==> src/pkg/wss_pkg.sv <==
// Package for the waveform segment selector: map, fields, limits
package wss_pkg;
  localparam logic [7:0] ADDR_CTRL = 8'h00;
  localparam logic [7:0] ADDR_SEL = 8'h04;
  localparam logic [7:0] ADDR_ACTIVE = 8'h08;
  localparam logic [7:0] ADDR_TBL = 8'h0C;
  localparam logic [7:0] ADDR_STAT = 8'h10;
  localparam logic [7:0] ADDR_LOOKUP = 8'h14;
  localparam logic [7:0] ADDR_START = 8'h18;
  localparam logic [7:0] ADDR_LEN = 8'h1C;
  localparam int CTRL_SRC_BIT = 0;
  localparam int CTRL_COH_BIT = 1;
  localparam int CTRL_CLR_BIT = 2;
  localparam int CTRL_CHAN_BIT = 3;
  localparam int STAT_ERR_BIT = 0;
  localparam int STAT_CNT_LSB = 16;
  localparam int SEG_W = 15;
  localparam int LEN_W = 32;
  localparam logic [14:0] SEG_DEFAULT = 15'h0001;
  localparam logic [14:0] SEG_MAX = 15'h7D00;
  localparam logic [31:0] LEN_MIN = 32'h0000_0180;
  localparam logic [31:0] LEN_MAX = 32'h0200_0000;
  localparam logic [31:0] LEN_GRAIN_MASK = 32'h0000_001F;
  localparam logic [31:0] CNT_MULT_MASK = 32'h0000_0003;
  localparam logic [7:0] HASH_CHAR = 8'h23;
  localparam logic [7:0] DIGIT_ZERO = 8'h30;
  typedef enum logic [1:0]
  {
    LD_IDLE = 2'b00,
    LD_NDIG = 2'b01,
    LD_COUNT = 2'b10,
    LD_DATA = 2'b11
  } wss_load_type;
endpackage : wss_pkg
==> src/design/wss_top.sv <==
// Segment selector with table loader and AHB-Lite registers
//
// Local design decisions: register access over AHB-Lite and the register addresses.
`timescale 1ns/100ps
// Contract
// - Active segment is 1..32000, reset value 1.
// - Trace operations use the active segment until another is chosen.
// - Sync output tracks the selected segment.
// - Active segment read returns selected index.
// - Remote source (default): only commands change segment.
// - External source: 8 data lines plus valid select up to 256.
// - Source readback reports remote or external.
// - Timing mode applies equally to remote and external requests.
// - Coherent: new segment starts after current waveform end point.
// - Immediate (default): abort and start new segment at once.
// - Timing readback reports coherent or immediate.
// - Table block: hash, digit count, byte count multiple of four.
// - Each entry is a 32-bit length in four bytes.
// - Segments numbered from one, each placed after the previous.
// - Each channel keeps own table; load hits selected channel.
// - Loading a table replaces all existing segments.
// - Table holds 1 to 32000 segments; code stores at most TBL_DEPTH per channel, further entries set the error.
// - Basic memory: segment at most 32M points.
// - Table load leaves waveform memory untouched.
// - Any byte value accepted in payload.
// - Length at least 384 and multiple of 32, else error.
module wss_top #(
  parameter int NUM_CHAN = 2,
  parameter int TBL_DEPTH = 8
)
(
  input wire logic CORE_CLK_I,
  input wire logic RST_I,
  input wire logic HSEL_I,
  input wire logic [31:0] HADDR_I,
  input wire logic [1:0] HTRANS_I,
  input wire logic HWRITE_I,
  input wire logic [2:0] HSIZE_I,
  input wire logic [31:0] HWDATA_I,
  input wire logic HREADY_I,
  output logic [31:0] HRDATA_O,
  output logic HREADYOUT_O,
  output logic HRESP_O,
  input wire logic [7:0] EXT_SEL_I,
  input wire logic EXT_VALID_I,
  input wire logic WAVE_END_I,
  output logic [wss_pkg::SEG_W-1:0] PLAY_SEG_O,
  output logic SEG_SWITCH_O,
  output logic SYNC_SEG_O,
  output logic [wss_pkg::LEN_W-1:0] PLAY_START_O
);
  import wss_pkg::*;

  localparam int CH_W = (NUM_CHAN > 1) ? $clog2(NUM_CHAN) : 1;
  localparam int IX_W = $clog2(TBL_DEPTH);

  logic src_ext_ff;
  logic coh_ff;
  logic [CH_W-1:0] chan_ff;
  logic [SEG_W-1:0] active_ff;
  logic [SEG_W-1:0] pend_seg_ff;
  logic pend_ff;
  logic err_ff;
  logic [31:0] tbl_len_ff [NUM_CHAN][TBL_DEPTH];
  logic [31:0] tbl_start_ff [NUM_CHAN][TBL_DEPTH];
  logic [SEG_W-1:0] seg_cnt_ff [NUM_CHAN];
  logic [31:0] next_start_ff;
  logic [SEG_W-1:0] lookup_ff;
  wss_load_type ld_state_ff;
  logic [3:0] ndig_ff;
  logic [31:0] bcount_ff;
  logic [31:0] bleft_ff;
  logic [1:0] bpos_ff;
  logic [31:0] word_ff;
  logic [SEG_W-1:0] wr_idx_ff;
  logic ap_wr_ff;
  logic [7:0] ap_addr_ff;
  logic sync_ff;

  logic ap_valid;
  logic req_valid;
  logic [SEG_W-1:0] req_seg;
  logic byte_valid;
  logic [7:0] byte_val;
  logic [31:0] full_word;
  logic [IX_W-1:0] look_ix;

  function automatic logic seg_ok(input logic [SEG_W-1:0] s);
    seg_ok = (s != '0) && (s <= SEG_MAX);
  endfunction : seg_ok

  function automatic logic len_ok(input logic [31:0] l);
    len_ok = (l >= LEN_MIN) && (l <= LEN_MAX) && ((l & LEN_GRAIN_MASK) == 32'h0000_0000);
  endfunction : len_ok

  assign ap_valid = HSEL_I && HREADY_I && HTRANS_I[1];
  assign byte_valid = ap_wr_ff && (ap_addr_ff == ADDR_TBL);
  assign byte_val = HWDATA_I[7:0];
  assign full_word = {byte_val, word_ff[31:8]};
  assign look_ix = lookup_ff[IX_W-1:0] - IX_W'(1);

  // Request source and gating
  always_comb
  begin
    req_valid = 1'b0;
    req_seg = active_ff;
    if (src_ext_ff)
    begin
      req_valid = EXT_VALID_I;
      req_seg = SEG_W'(EXT_SEL_I) + SEG_W'(1);
    end
    else if (ap_wr_ff && (ap_addr_ff == ADDR_SEL) && seg_ok(HWDATA_I[SEG_W-1:0]))
    begin
      req_valid = 1'b1;
      req_seg = HWDATA_I[SEG_W-1:0];
    end
  end

  // Address phase capture
  always_ff @(posedge CORE_CLK_I)
  begin
    if (RST_I)
    begin
      ap_wr_ff <= 1'b0;
      ap_addr_ff <= 8'h00;
    end
    else
    begin
      ap_wr_ff <= ap_valid && HWRITE_I;
      ap_addr_ff <= ap_valid ? HADDR_I[7:0] : ap_addr_ff;
    end
  end

  // Control register
  always_ff @(posedge CORE_CLK_I)
  begin
    if (RST_I)
    begin
      src_ext_ff <= 1'b0;
      coh_ff <= 1'b0;
      chan_ff <= '0;
      lookup_ff <= SEG_DEFAULT;
    end
    else if (ap_wr_ff && (ap_addr_ff == ADDR_CTRL))
    begin
      src_ext_ff <= HWDATA_I[CTRL_SRC_BIT];
      coh_ff <= HWDATA_I[CTRL_COH_BIT];
      chan_ff <= HWDATA_I[CTRL_CHAN_BIT +: CH_W];
    end
    else if (ap_wr_ff && (ap_addr_ff == ADDR_LOOKUP))
    begin
      lookup_ff <= HWDATA_I[SEG_W-1:0];
    end
  end

  // Active segment and transition timing
  always_ff @(posedge CORE_CLK_I)
  begin
    if (RST_I)
    begin
      active_ff <= SEG_DEFAULT;
      pend_seg_ff <= SEG_DEFAULT;
      pend_ff <= 1'b0;
      SEG_SWITCH_O <= 1'b0;
      PLAY_SEG_O <= SEG_DEFAULT;
    end
    else
    begin
      SEG_SWITCH_O <= 1'b0;
      if (req_valid && !coh_ff)
      begin
        active_ff <= req_seg;
        PLAY_SEG_O <= req_seg;
        pend_ff <= 1'b0;
        SEG_SWITCH_O <= 1'b1;
      end
      else if (req_valid)
      begin
        active_ff <= req_seg;
        pend_seg_ff <= req_seg;
        pend_ff <= 1'b1;
      end
      else if (pend_ff && WAVE_END_I)
      begin
        PLAY_SEG_O <= pend_seg_ff;
        pend_ff <= 1'b0;
        SEG_SWITCH_O <= 1'b1;
      end
    end
  end

  // Sync follows the selected segment
  always_ff @(posedge CORE_CLK_I)
  begin
    if (RST_I)
    begin
      sync_ff <= 1'b0;
      SYNC_SEG_O <= 1'b0;
      PLAY_START_O <= 32'h0000_0000;
    end
    else
    begin
      sync_ff <= SEG_SWITCH_O;
      SYNC_SEG_O <= sync_ff && (PLAY_SEG_O == active_ff);
      PLAY_START_O <= tbl_start_ff[chan_ff][PLAY_SEG_O[IX_W-1:0] - IX_W'(1)];
    end
  end

  // Table block parser
  always_ff @(posedge CORE_CLK_I)
  begin
    if (RST_I)
    begin
      ld_state_ff <= LD_IDLE;
      ndig_ff <= 4'h0;
      bcount_ff <= 32'h0000_0000;
      bleft_ff <= 32'h0000_0000;
      bpos_ff <= 2'b00;
      word_ff <= 32'h0000_0000;
    end
    else if (byte_valid)
    begin
      unique case (ld_state_ff)
        LD_IDLE:
        begin
          if (byte_val == HASH_CHAR)
          begin
            ld_state_ff <= LD_NDIG;
          end
        end
        LD_NDIG:
        begin
          ndig_ff <= 4'(byte_val - DIGIT_ZERO);
          bcount_ff <= 32'h0000_0000;
          ld_state_ff <= LD_COUNT;
        end
        LD_COUNT:
        begin
          bcount_ff <= 32'(bcount_ff * 32'd10) + 32'(byte_val - DIGIT_ZERO);
          ndig_ff <= ndig_ff - 4'h1;
          bpos_ff <= 2'b00;
          if (ndig_ff == 4'h1)
          begin
            bleft_ff <= 32'(bcount_ff * 32'd10) + 32'(byte_val - DIGIT_ZERO);
            ld_state_ff <= LD_DATA;
          end
        end
        LD_DATA:
        begin
          word_ff <= full_word;
          bpos_ff <= bpos_ff + 2'b01;
          bleft_ff <= bleft_ff - 32'h0000_0001;
          if (bleft_ff == 32'h0000_0001)
          begin
            ld_state_ff <= LD_IDLE;
          end
        end
      endcase
    end
  end

  // Segment table storage per channel
  always_ff @(posedge CORE_CLK_I)
  begin
    if (RST_I)
    begin
      err_ff <= 1'b0;
      wr_idx_ff <= '0;
      next_start_ff <= 32'h0000_0000;
      for (int c = 0; c < NUM_CHAN; c++)
      begin
        seg_cnt_ff[c] <= '0;
        for (int i = 0; i < TBL_DEPTH; i++)
        begin
          tbl_len_ff[c][i] <= 32'h0000_0000;
          tbl_start_ff[c][i] <= 32'h0000_0000;
        end
      end
    end
    else
    begin
      if (ap_wr_ff && (ap_addr_ff == ADDR_STAT) && HWDATA_I[STAT_ERR_BIT])
      begin
        err_ff <= 1'b0;
      end
      if ((ap_wr_ff && (ap_addr_ff == ADDR_CTRL) && HWDATA_I[CTRL_CLR_BIT]) ||
          (byte_valid && (ld_state_ff == LD_COUNT) && (ndig_ff == 4'h1)))
      begin
        seg_cnt_ff[chan_ff] <= '0;
        wr_idx_ff <= '0;
        next_start_ff <= 32'h0000_0000;
        if (byte_valid && ((32'(bcount_ff * 32'd10) + 32'(byte_val - DIGIT_ZERO)) &
            CNT_MULT_MASK) != 32'h0000_0000)
        begin
          err_ff <= 1'b1;
        end
      end
      else if (byte_valid && (ld_state_ff == LD_DATA) && (bpos_ff == 2'b11))
      begin
        if (!len_ok(full_word) || (wr_idx_ff >= SEG_MAX) ||
            (32'(wr_idx_ff) >= TBL_DEPTH))
        begin
          err_ff <= 1'b1;
        end
        else
        begin
          tbl_len_ff[chan_ff][wr_idx_ff[IX_W-1:0]] <= full_word;
          tbl_start_ff[chan_ff][wr_idx_ff[IX_W-1:0]] <= next_start_ff;
          next_start_ff <= next_start_ff + full_word;
          wr_idx_ff <= wr_idx_ff + SEG_W'(1);
          seg_cnt_ff[chan_ff] <= wr_idx_ff + SEG_W'(1);
        end
      end
    end
  end

  // Bus read data
  always_ff @(posedge CORE_CLK_I)
  begin
    if (RST_I)
    begin
      HRDATA_O <= 32'h0000_0000;
      HREADYOUT_O <= 1'b1;
      HRESP_O <= 1'b0;
    end
    else
    begin
      HREADYOUT_O <= 1'b1;
      HRESP_O <= 1'b0;
      HRDATA_O <= 32'h0000_0000;
      if (ap_valid && !HWRITE_I)
      begin
        unique case (HADDR_I[7:0])
          ADDR_CTRL: HRDATA_O <= {28'h0, 1'(chan_ff), 1'b0, coh_ff, src_ext_ff};
          ADDR_SEL, ADDR_ACTIVE: HRDATA_O <= 32'(active_ff);
          ADDR_STAT: HRDATA_O <= {1'b0, seg_cnt_ff[chan_ff], 15'h0, err_ff};
          ADDR_LOOKUP: HRDATA_O <= 32'(lookup_ff);
          ADDR_START: HRDATA_O <= tbl_start_ff[chan_ff][look_ix];
          ADDR_LEN: HRDATA_O <= tbl_len_ff[chan_ff][look_ix];
          default: HRDATA_O <= 32'h0000_0000;
        endcase
      end
    end
  end

  property p_reset_seg;
    @(posedge CORE_CLK_I) $fell(RST_I) |-> active_ff == SEG_DEFAULT;
  endproperty
  a_reset_seg: assert property (p_reset_seg) else $error("active not default");

  property p_imm;
    @(posedge CORE_CLK_I) disable iff (RST_I)
      req_valid && !coh_ff |=> PLAY_SEG_O == $past(req_seg) && SEG_SWITCH_O;
  endproperty
  a_imm: assert property (p_imm) else $error("immediate switch missed");

  property p_coh_hold;
    @(posedge CORE_CLK_I) disable iff (RST_I)
      req_valid && coh_ff && !pend_ff |=> !SEG_SWITCH_O;
  endproperty
  a_coh_hold: assert property (p_coh_hold) else $error("coherent switched early");

  property p_coh_end;
    @(posedge CORE_CLK_I) disable iff (RST_I)
      pend_ff && WAVE_END_I && !req_valid |=> SEG_SWITCH_O && PLAY_SEG_O == active_ff;
  endproperty
  a_coh_end: assert property (p_coh_end) else $error("coherent end not taken");

  property p_remote_only;
    @(posedge CORE_CLK_I) disable iff (RST_I)
      !src_ext_ff && !(ap_wr_ff && ap_addr_ff == ADDR_SEL) |=> $stable(active_ff);
  endproperty
  a_remote_only: assert property (p_remote_only) else $error("segment changed w/o cmd");

  property p_ext_sample;
    @(posedge CORE_CLK_I) disable iff (RST_I)
      src_ext_ff && EXT_VALID_I |=> active_ff == SEG_W'($past(EXT_SEL_I)) + SEG_W'(1);
  endproperty
  a_ext_sample: assert property (p_ext_sample) else $error("ext select not taken");

  property p_range;
    @(posedge CORE_CLK_I) disable iff (RST_I) seg_ok(active_ff);
  endproperty
  a_range: assert property (p_range) else $error("active out of range");
  property p_sync;
    @(posedge CORE_CLK_I) disable iff (RST_I)
      SEG_SWITCH_O && !req_valid ##1 !req_valid |=> SYNC_SEG_O;
  endproperty
  a_sync: assert property (p_sync) else $error("sync not raised");
  property p_ready;
    @(posedge CORE_CLK_I) disable iff (RST_I) HREADYOUT_O && !HRESP_O;
  endproperty
  a_ready: assert property (p_ready) else $error("bus not ready");
  c_imm: cover property (@(posedge CORE_CLK_I) req_valid && !coh_ff);
  c_coh: cover property (@(posedge CORE_CLK_I) pend_ff && WAVE_END_I);
  c_ext: cover property (@(posedge CORE_CLK_I) src_ext_ff && EXT_VALID_I);
  c_load: cover property (@(posedge CORE_CLK_I) ld_state_ff == LD_DATA && bleft_ff == 32'h1);
endmodule : wss_top

==> config.mk <==
export PLATFORM = sky130hd
export DESIGN_NAME = wss_top
export DESIGN_NICKNAME = d
export VERILOG_FILES = /design/src/pkg/wss_pkg.sv /design/src/design/wss_top.sv
export SDC_FILE = /design/constraint.sdc
export NUM_CORES = 2
export LEC_CHECK = 0
export BUFFER_PORTS_ARGS = -buffer_cell sky130_fd_sc_hd__buf_2
export CAP_MARGIN = 20
export CORE_MARGIN = 2
export CORE_UTILIZATION = 35
export CTS_BUF_LIST = sky130_fd_sc_hd__clkbuf_4 sky130_fd_sc_hd__clkbuf_8
export CTS_CLUSTER_SIZE = 25
export DETAILED_ROUTE_END_ITERATION = 8
export PLACE_DENSITY = 0.59
export SETUP_SLACK_MARGIN = 0.4
export SLEW_MARGIN = 20
export SYNTH_ARGS = -nofsm -noshare
export SYNTH_HDL_FRONTEND = slang
export SYNTH_SLANG_ARGS = --single-unit
==> constraint.sdc <==
create_clock -name CORE_CLK_I -period 10 [get_ports CORE_CLK_I]
set_input_delay 1.5 -clock CORE_CLK_I [delete_from_list [all_inputs] [get_ports CORE_CLK_I]]
set_output_delay 1.5 -clock CORE_CLK_I [all_outputs]
set_load 0.005 [all_outputs]
==> results by group <==
Floorplanning
  • # rows: 155
  • Core area: 178000 um^2
  • Die Span Y: 427 um
  • Ports: 167
  • Die ar.: 182000 um^2
  • Chip Width: 427 um
  • Starting Density: 35.2%

Placed design
  • # port buffers: 119
  • GPL Wtd Cong: 0.852
  • Final HPWL DP: 112 mm
  • Post-place setup slack: 2450 ps

Setup path
  • Cell count of the worst reg-to-reg path: 11
  • Critical setup path kind: primary input to register
  • Crit-path max FO: 52
  • Critical Path AT: 7150 ps
  • CP endpoint kind: register
  • Reg2reg setup slack: 4100 ps
  • Critical Path RT: 10590 ps
  • Critical Path Source Type: primary input

STA
  • Final worst slack: 3440 ps
  • Final Slew Violations: 0
  • Final setup viols: 0
  • Slew HR: 24.4%
  • Final hold viol count: 0
  • Slew @ Worst Pin: 1120 ps
  • Clock skew: 73.6 ps
  • Final TNS setup: 0 ps
  • F_max: 0.152 GHz
  • RSZ-0062 raised after global routing: false
  • Fin crit share: 65.6%
  • Period minus WS final: 6560 ps

Power and ir drop
  • Max VDD drop: 0.122 mV
  • Power Density: 169 nW/um^2
  • Leakage: 0.0256 uW

Synthesis
  • Flops & latches, synth: 1338
  • Avg Synthesized Cell Area: 13.1 um^2
  • Commonest cells post-synth: edfxtp_1, nand2_1, nor2_1
  • Netlist cell types: 79
  • Post-synth top area share: 50.5%
  • Cell area after synthesis: 62700 um^2
  • Main synth FF type: edfxtp_1
  • Async SR Flop Fraction: 0%
  • Synth top area cells: edfxtp_1, mux4_2, dfxtp_1
  • Cell with the most instances after synthesis: edfxtp_1
  • Largest area contributor in the netlist: edfxtp_1
  • Register area share after synthesis: 59.6%
  • Number of synthesis warnings: 0
  • EDFF count, synth: 1054
  • Synth Instances: 4773

Clock tree
  • Hold buffer count at cts: 0
  • Postcts setup bufs: 0
  • Post-cts sizing count: 0
  • CTS tree: built
  • TritonCTS Buffers: 224
  • Buffer depth of the longest clock path: 3
  • Clock transition at path regs: 60 ps
  • Sink Count: 1338
  • H-Tree Depth: 4
  • Clock Tree Root: clkbuf_8
  • Clk Latency, worst-skew pair: 1000 ps

Global route
  • Global route overflow: 0
  • Initial antenna violation count: 10
  • Gr usage total: 20.5%
  • Global-route wire length before repair: 274 mm
  • Number of global-route vias before repair: 40644
  • Largest net degree at the start of global routing: 103

Drt
  • Via density: 5.42
  • # DRC: 0
  • Vias post-DR: 41174
  • Wire per inst: 24.9 um
  • Iteration-0 DRC Markers: 3995
  • Final WL: 189 mm
  • Router iterations before antenna repair: 8
  • Post-DRT Antenna Nets: 0

Finish
  • Nets: 5265
  • Ratio of cells with drive above 1 in the final layout: 18.7%
  • Layout area overhead: 13.8%

Run status
  • Status: complete, no violations

Job
  • Max Cap Viol: 0

Worst hold path
  • Hold WC Path Type: register to register
  • Hold Crit Depth: 2
final timing paths:
check / start / endpoint
worst max-delay path: HWDATA_I[4] / tbl_start_ff[0][164]
worst min-delay path: ap_addr_ff[5] / ap_addr_ff[5]
worst max register to register: word_ff[29] / tbl_start_ff[0][164]
worst min register to register: ap_addr_ff[5] / ap_addr_ff[5]
registers in the layout, indices dropped and copies added, names as in the netlist, 2 cells and up, named ones only:
name,cells
active_ff,15
wr_idx_ff,15
ap_addr_ff,8
tbl_start_ff,512
word_ff,24
lookup_ff,15
HRDATA_O,32
PLAY_START_O,32
next_start_ff,32
seg_cnt_ff,30
ld_state_ff,2
pend_seg_ff,15
PLAY_SEG_O,15
tbl_len_ff,512
bpos_ff,2
bleft_ff,32
bcount_ff,31
ndig_ff,4
metal layers:
layer	share of wire (%)	vias to the layer above	GRT usage, %
met1	42	20823	27.8
met4	2.9	8	6.65
met2	47	1696	33.1
li1	-	18331	-
met3	8.1	316	3.96
met5	0.022	-	0
cell usage in the layout (no fill, tap or decap), drive strengths merged, types with 47 or more instances in the layout:
| cell | instances |
|---|---|
| edfxtp | 1054 |
| mux2i | 186 |
| mux2 | 57 |
| o21ai | 127 |
| a21oi | 317 |
| clkbuf | 325 |
| conb | 168 |
| inv | 111 |
| xnor2 | 72 |
| clkinv | 69 |
| nand2 | 387 |
| and2 | 376 |
| a21o | 47 |
| nor2 | 391 |
| mux4 | 288 |
| a211oi | 133 |
| buf | 206 |
| nor3 | 65 |
| ha | 133 |
| dfxtp | 284 |
cell families (layout without fill, tap and decap cells):
kind of cell    after synthesis  after routing  share of synthesized area (%)
compound gates              788            788                           7.80
xor+xnor                    106            106                           1.48
mux                         531            531                           14.3
fa+ha+maj                   136            136                           2.75
simple gates               1446           1446                           11.3
other cells                   2            171                         0.0120
buf+inv                     426            724                           2.71
flops                      1338           1338                           59.6
where the power goes:
group | switching [uW] | internal [uW] | total (uW)
clock network | 2390 | 2850 | 5240
registers | 66.1 | 6220 | 6290
logic | 343 | 179 | 522
per-stage QoR:
stage	hold slack, ps	power [uW]	std cells	utilization (%)	cell area [um^2]
2_1_floorplan	431	6690	4939	-	63300
3_3_place_gp	441	6900	7168	37.3	66400
3_5_place_dp	444	6920	7170	37.3	66400
4_1_cts	453	12100	7588	40.0	71300
5_1_grt	473	12400	7593	40.0	71300
6_report	453	12000	7595	40.0	71300
worst max-delay path, cell delays in order:
cell	delay (ps)
buf_2	260
inv_1	320
ha_1	280
nor4b_1	250
nand4_1	130
or4_1	400
or3_1	410
or3_4	600
or3_1	760
nor2_4	200
buf_4	680
or2_4	710
buf_4	570
area by class of cell:
cell class,count,area [um^2]
diodes,3,7.51
clock buffers,324,3970
clock inverters,94,847
fillers,16569,107000
inverters,99,372
multi-input cells,3175,24500
flip-flops and latches,1338,37300
well taps,2355,2950
repair buffers,207,1360
Note: power is estimated with default switching activity, not from simulation.
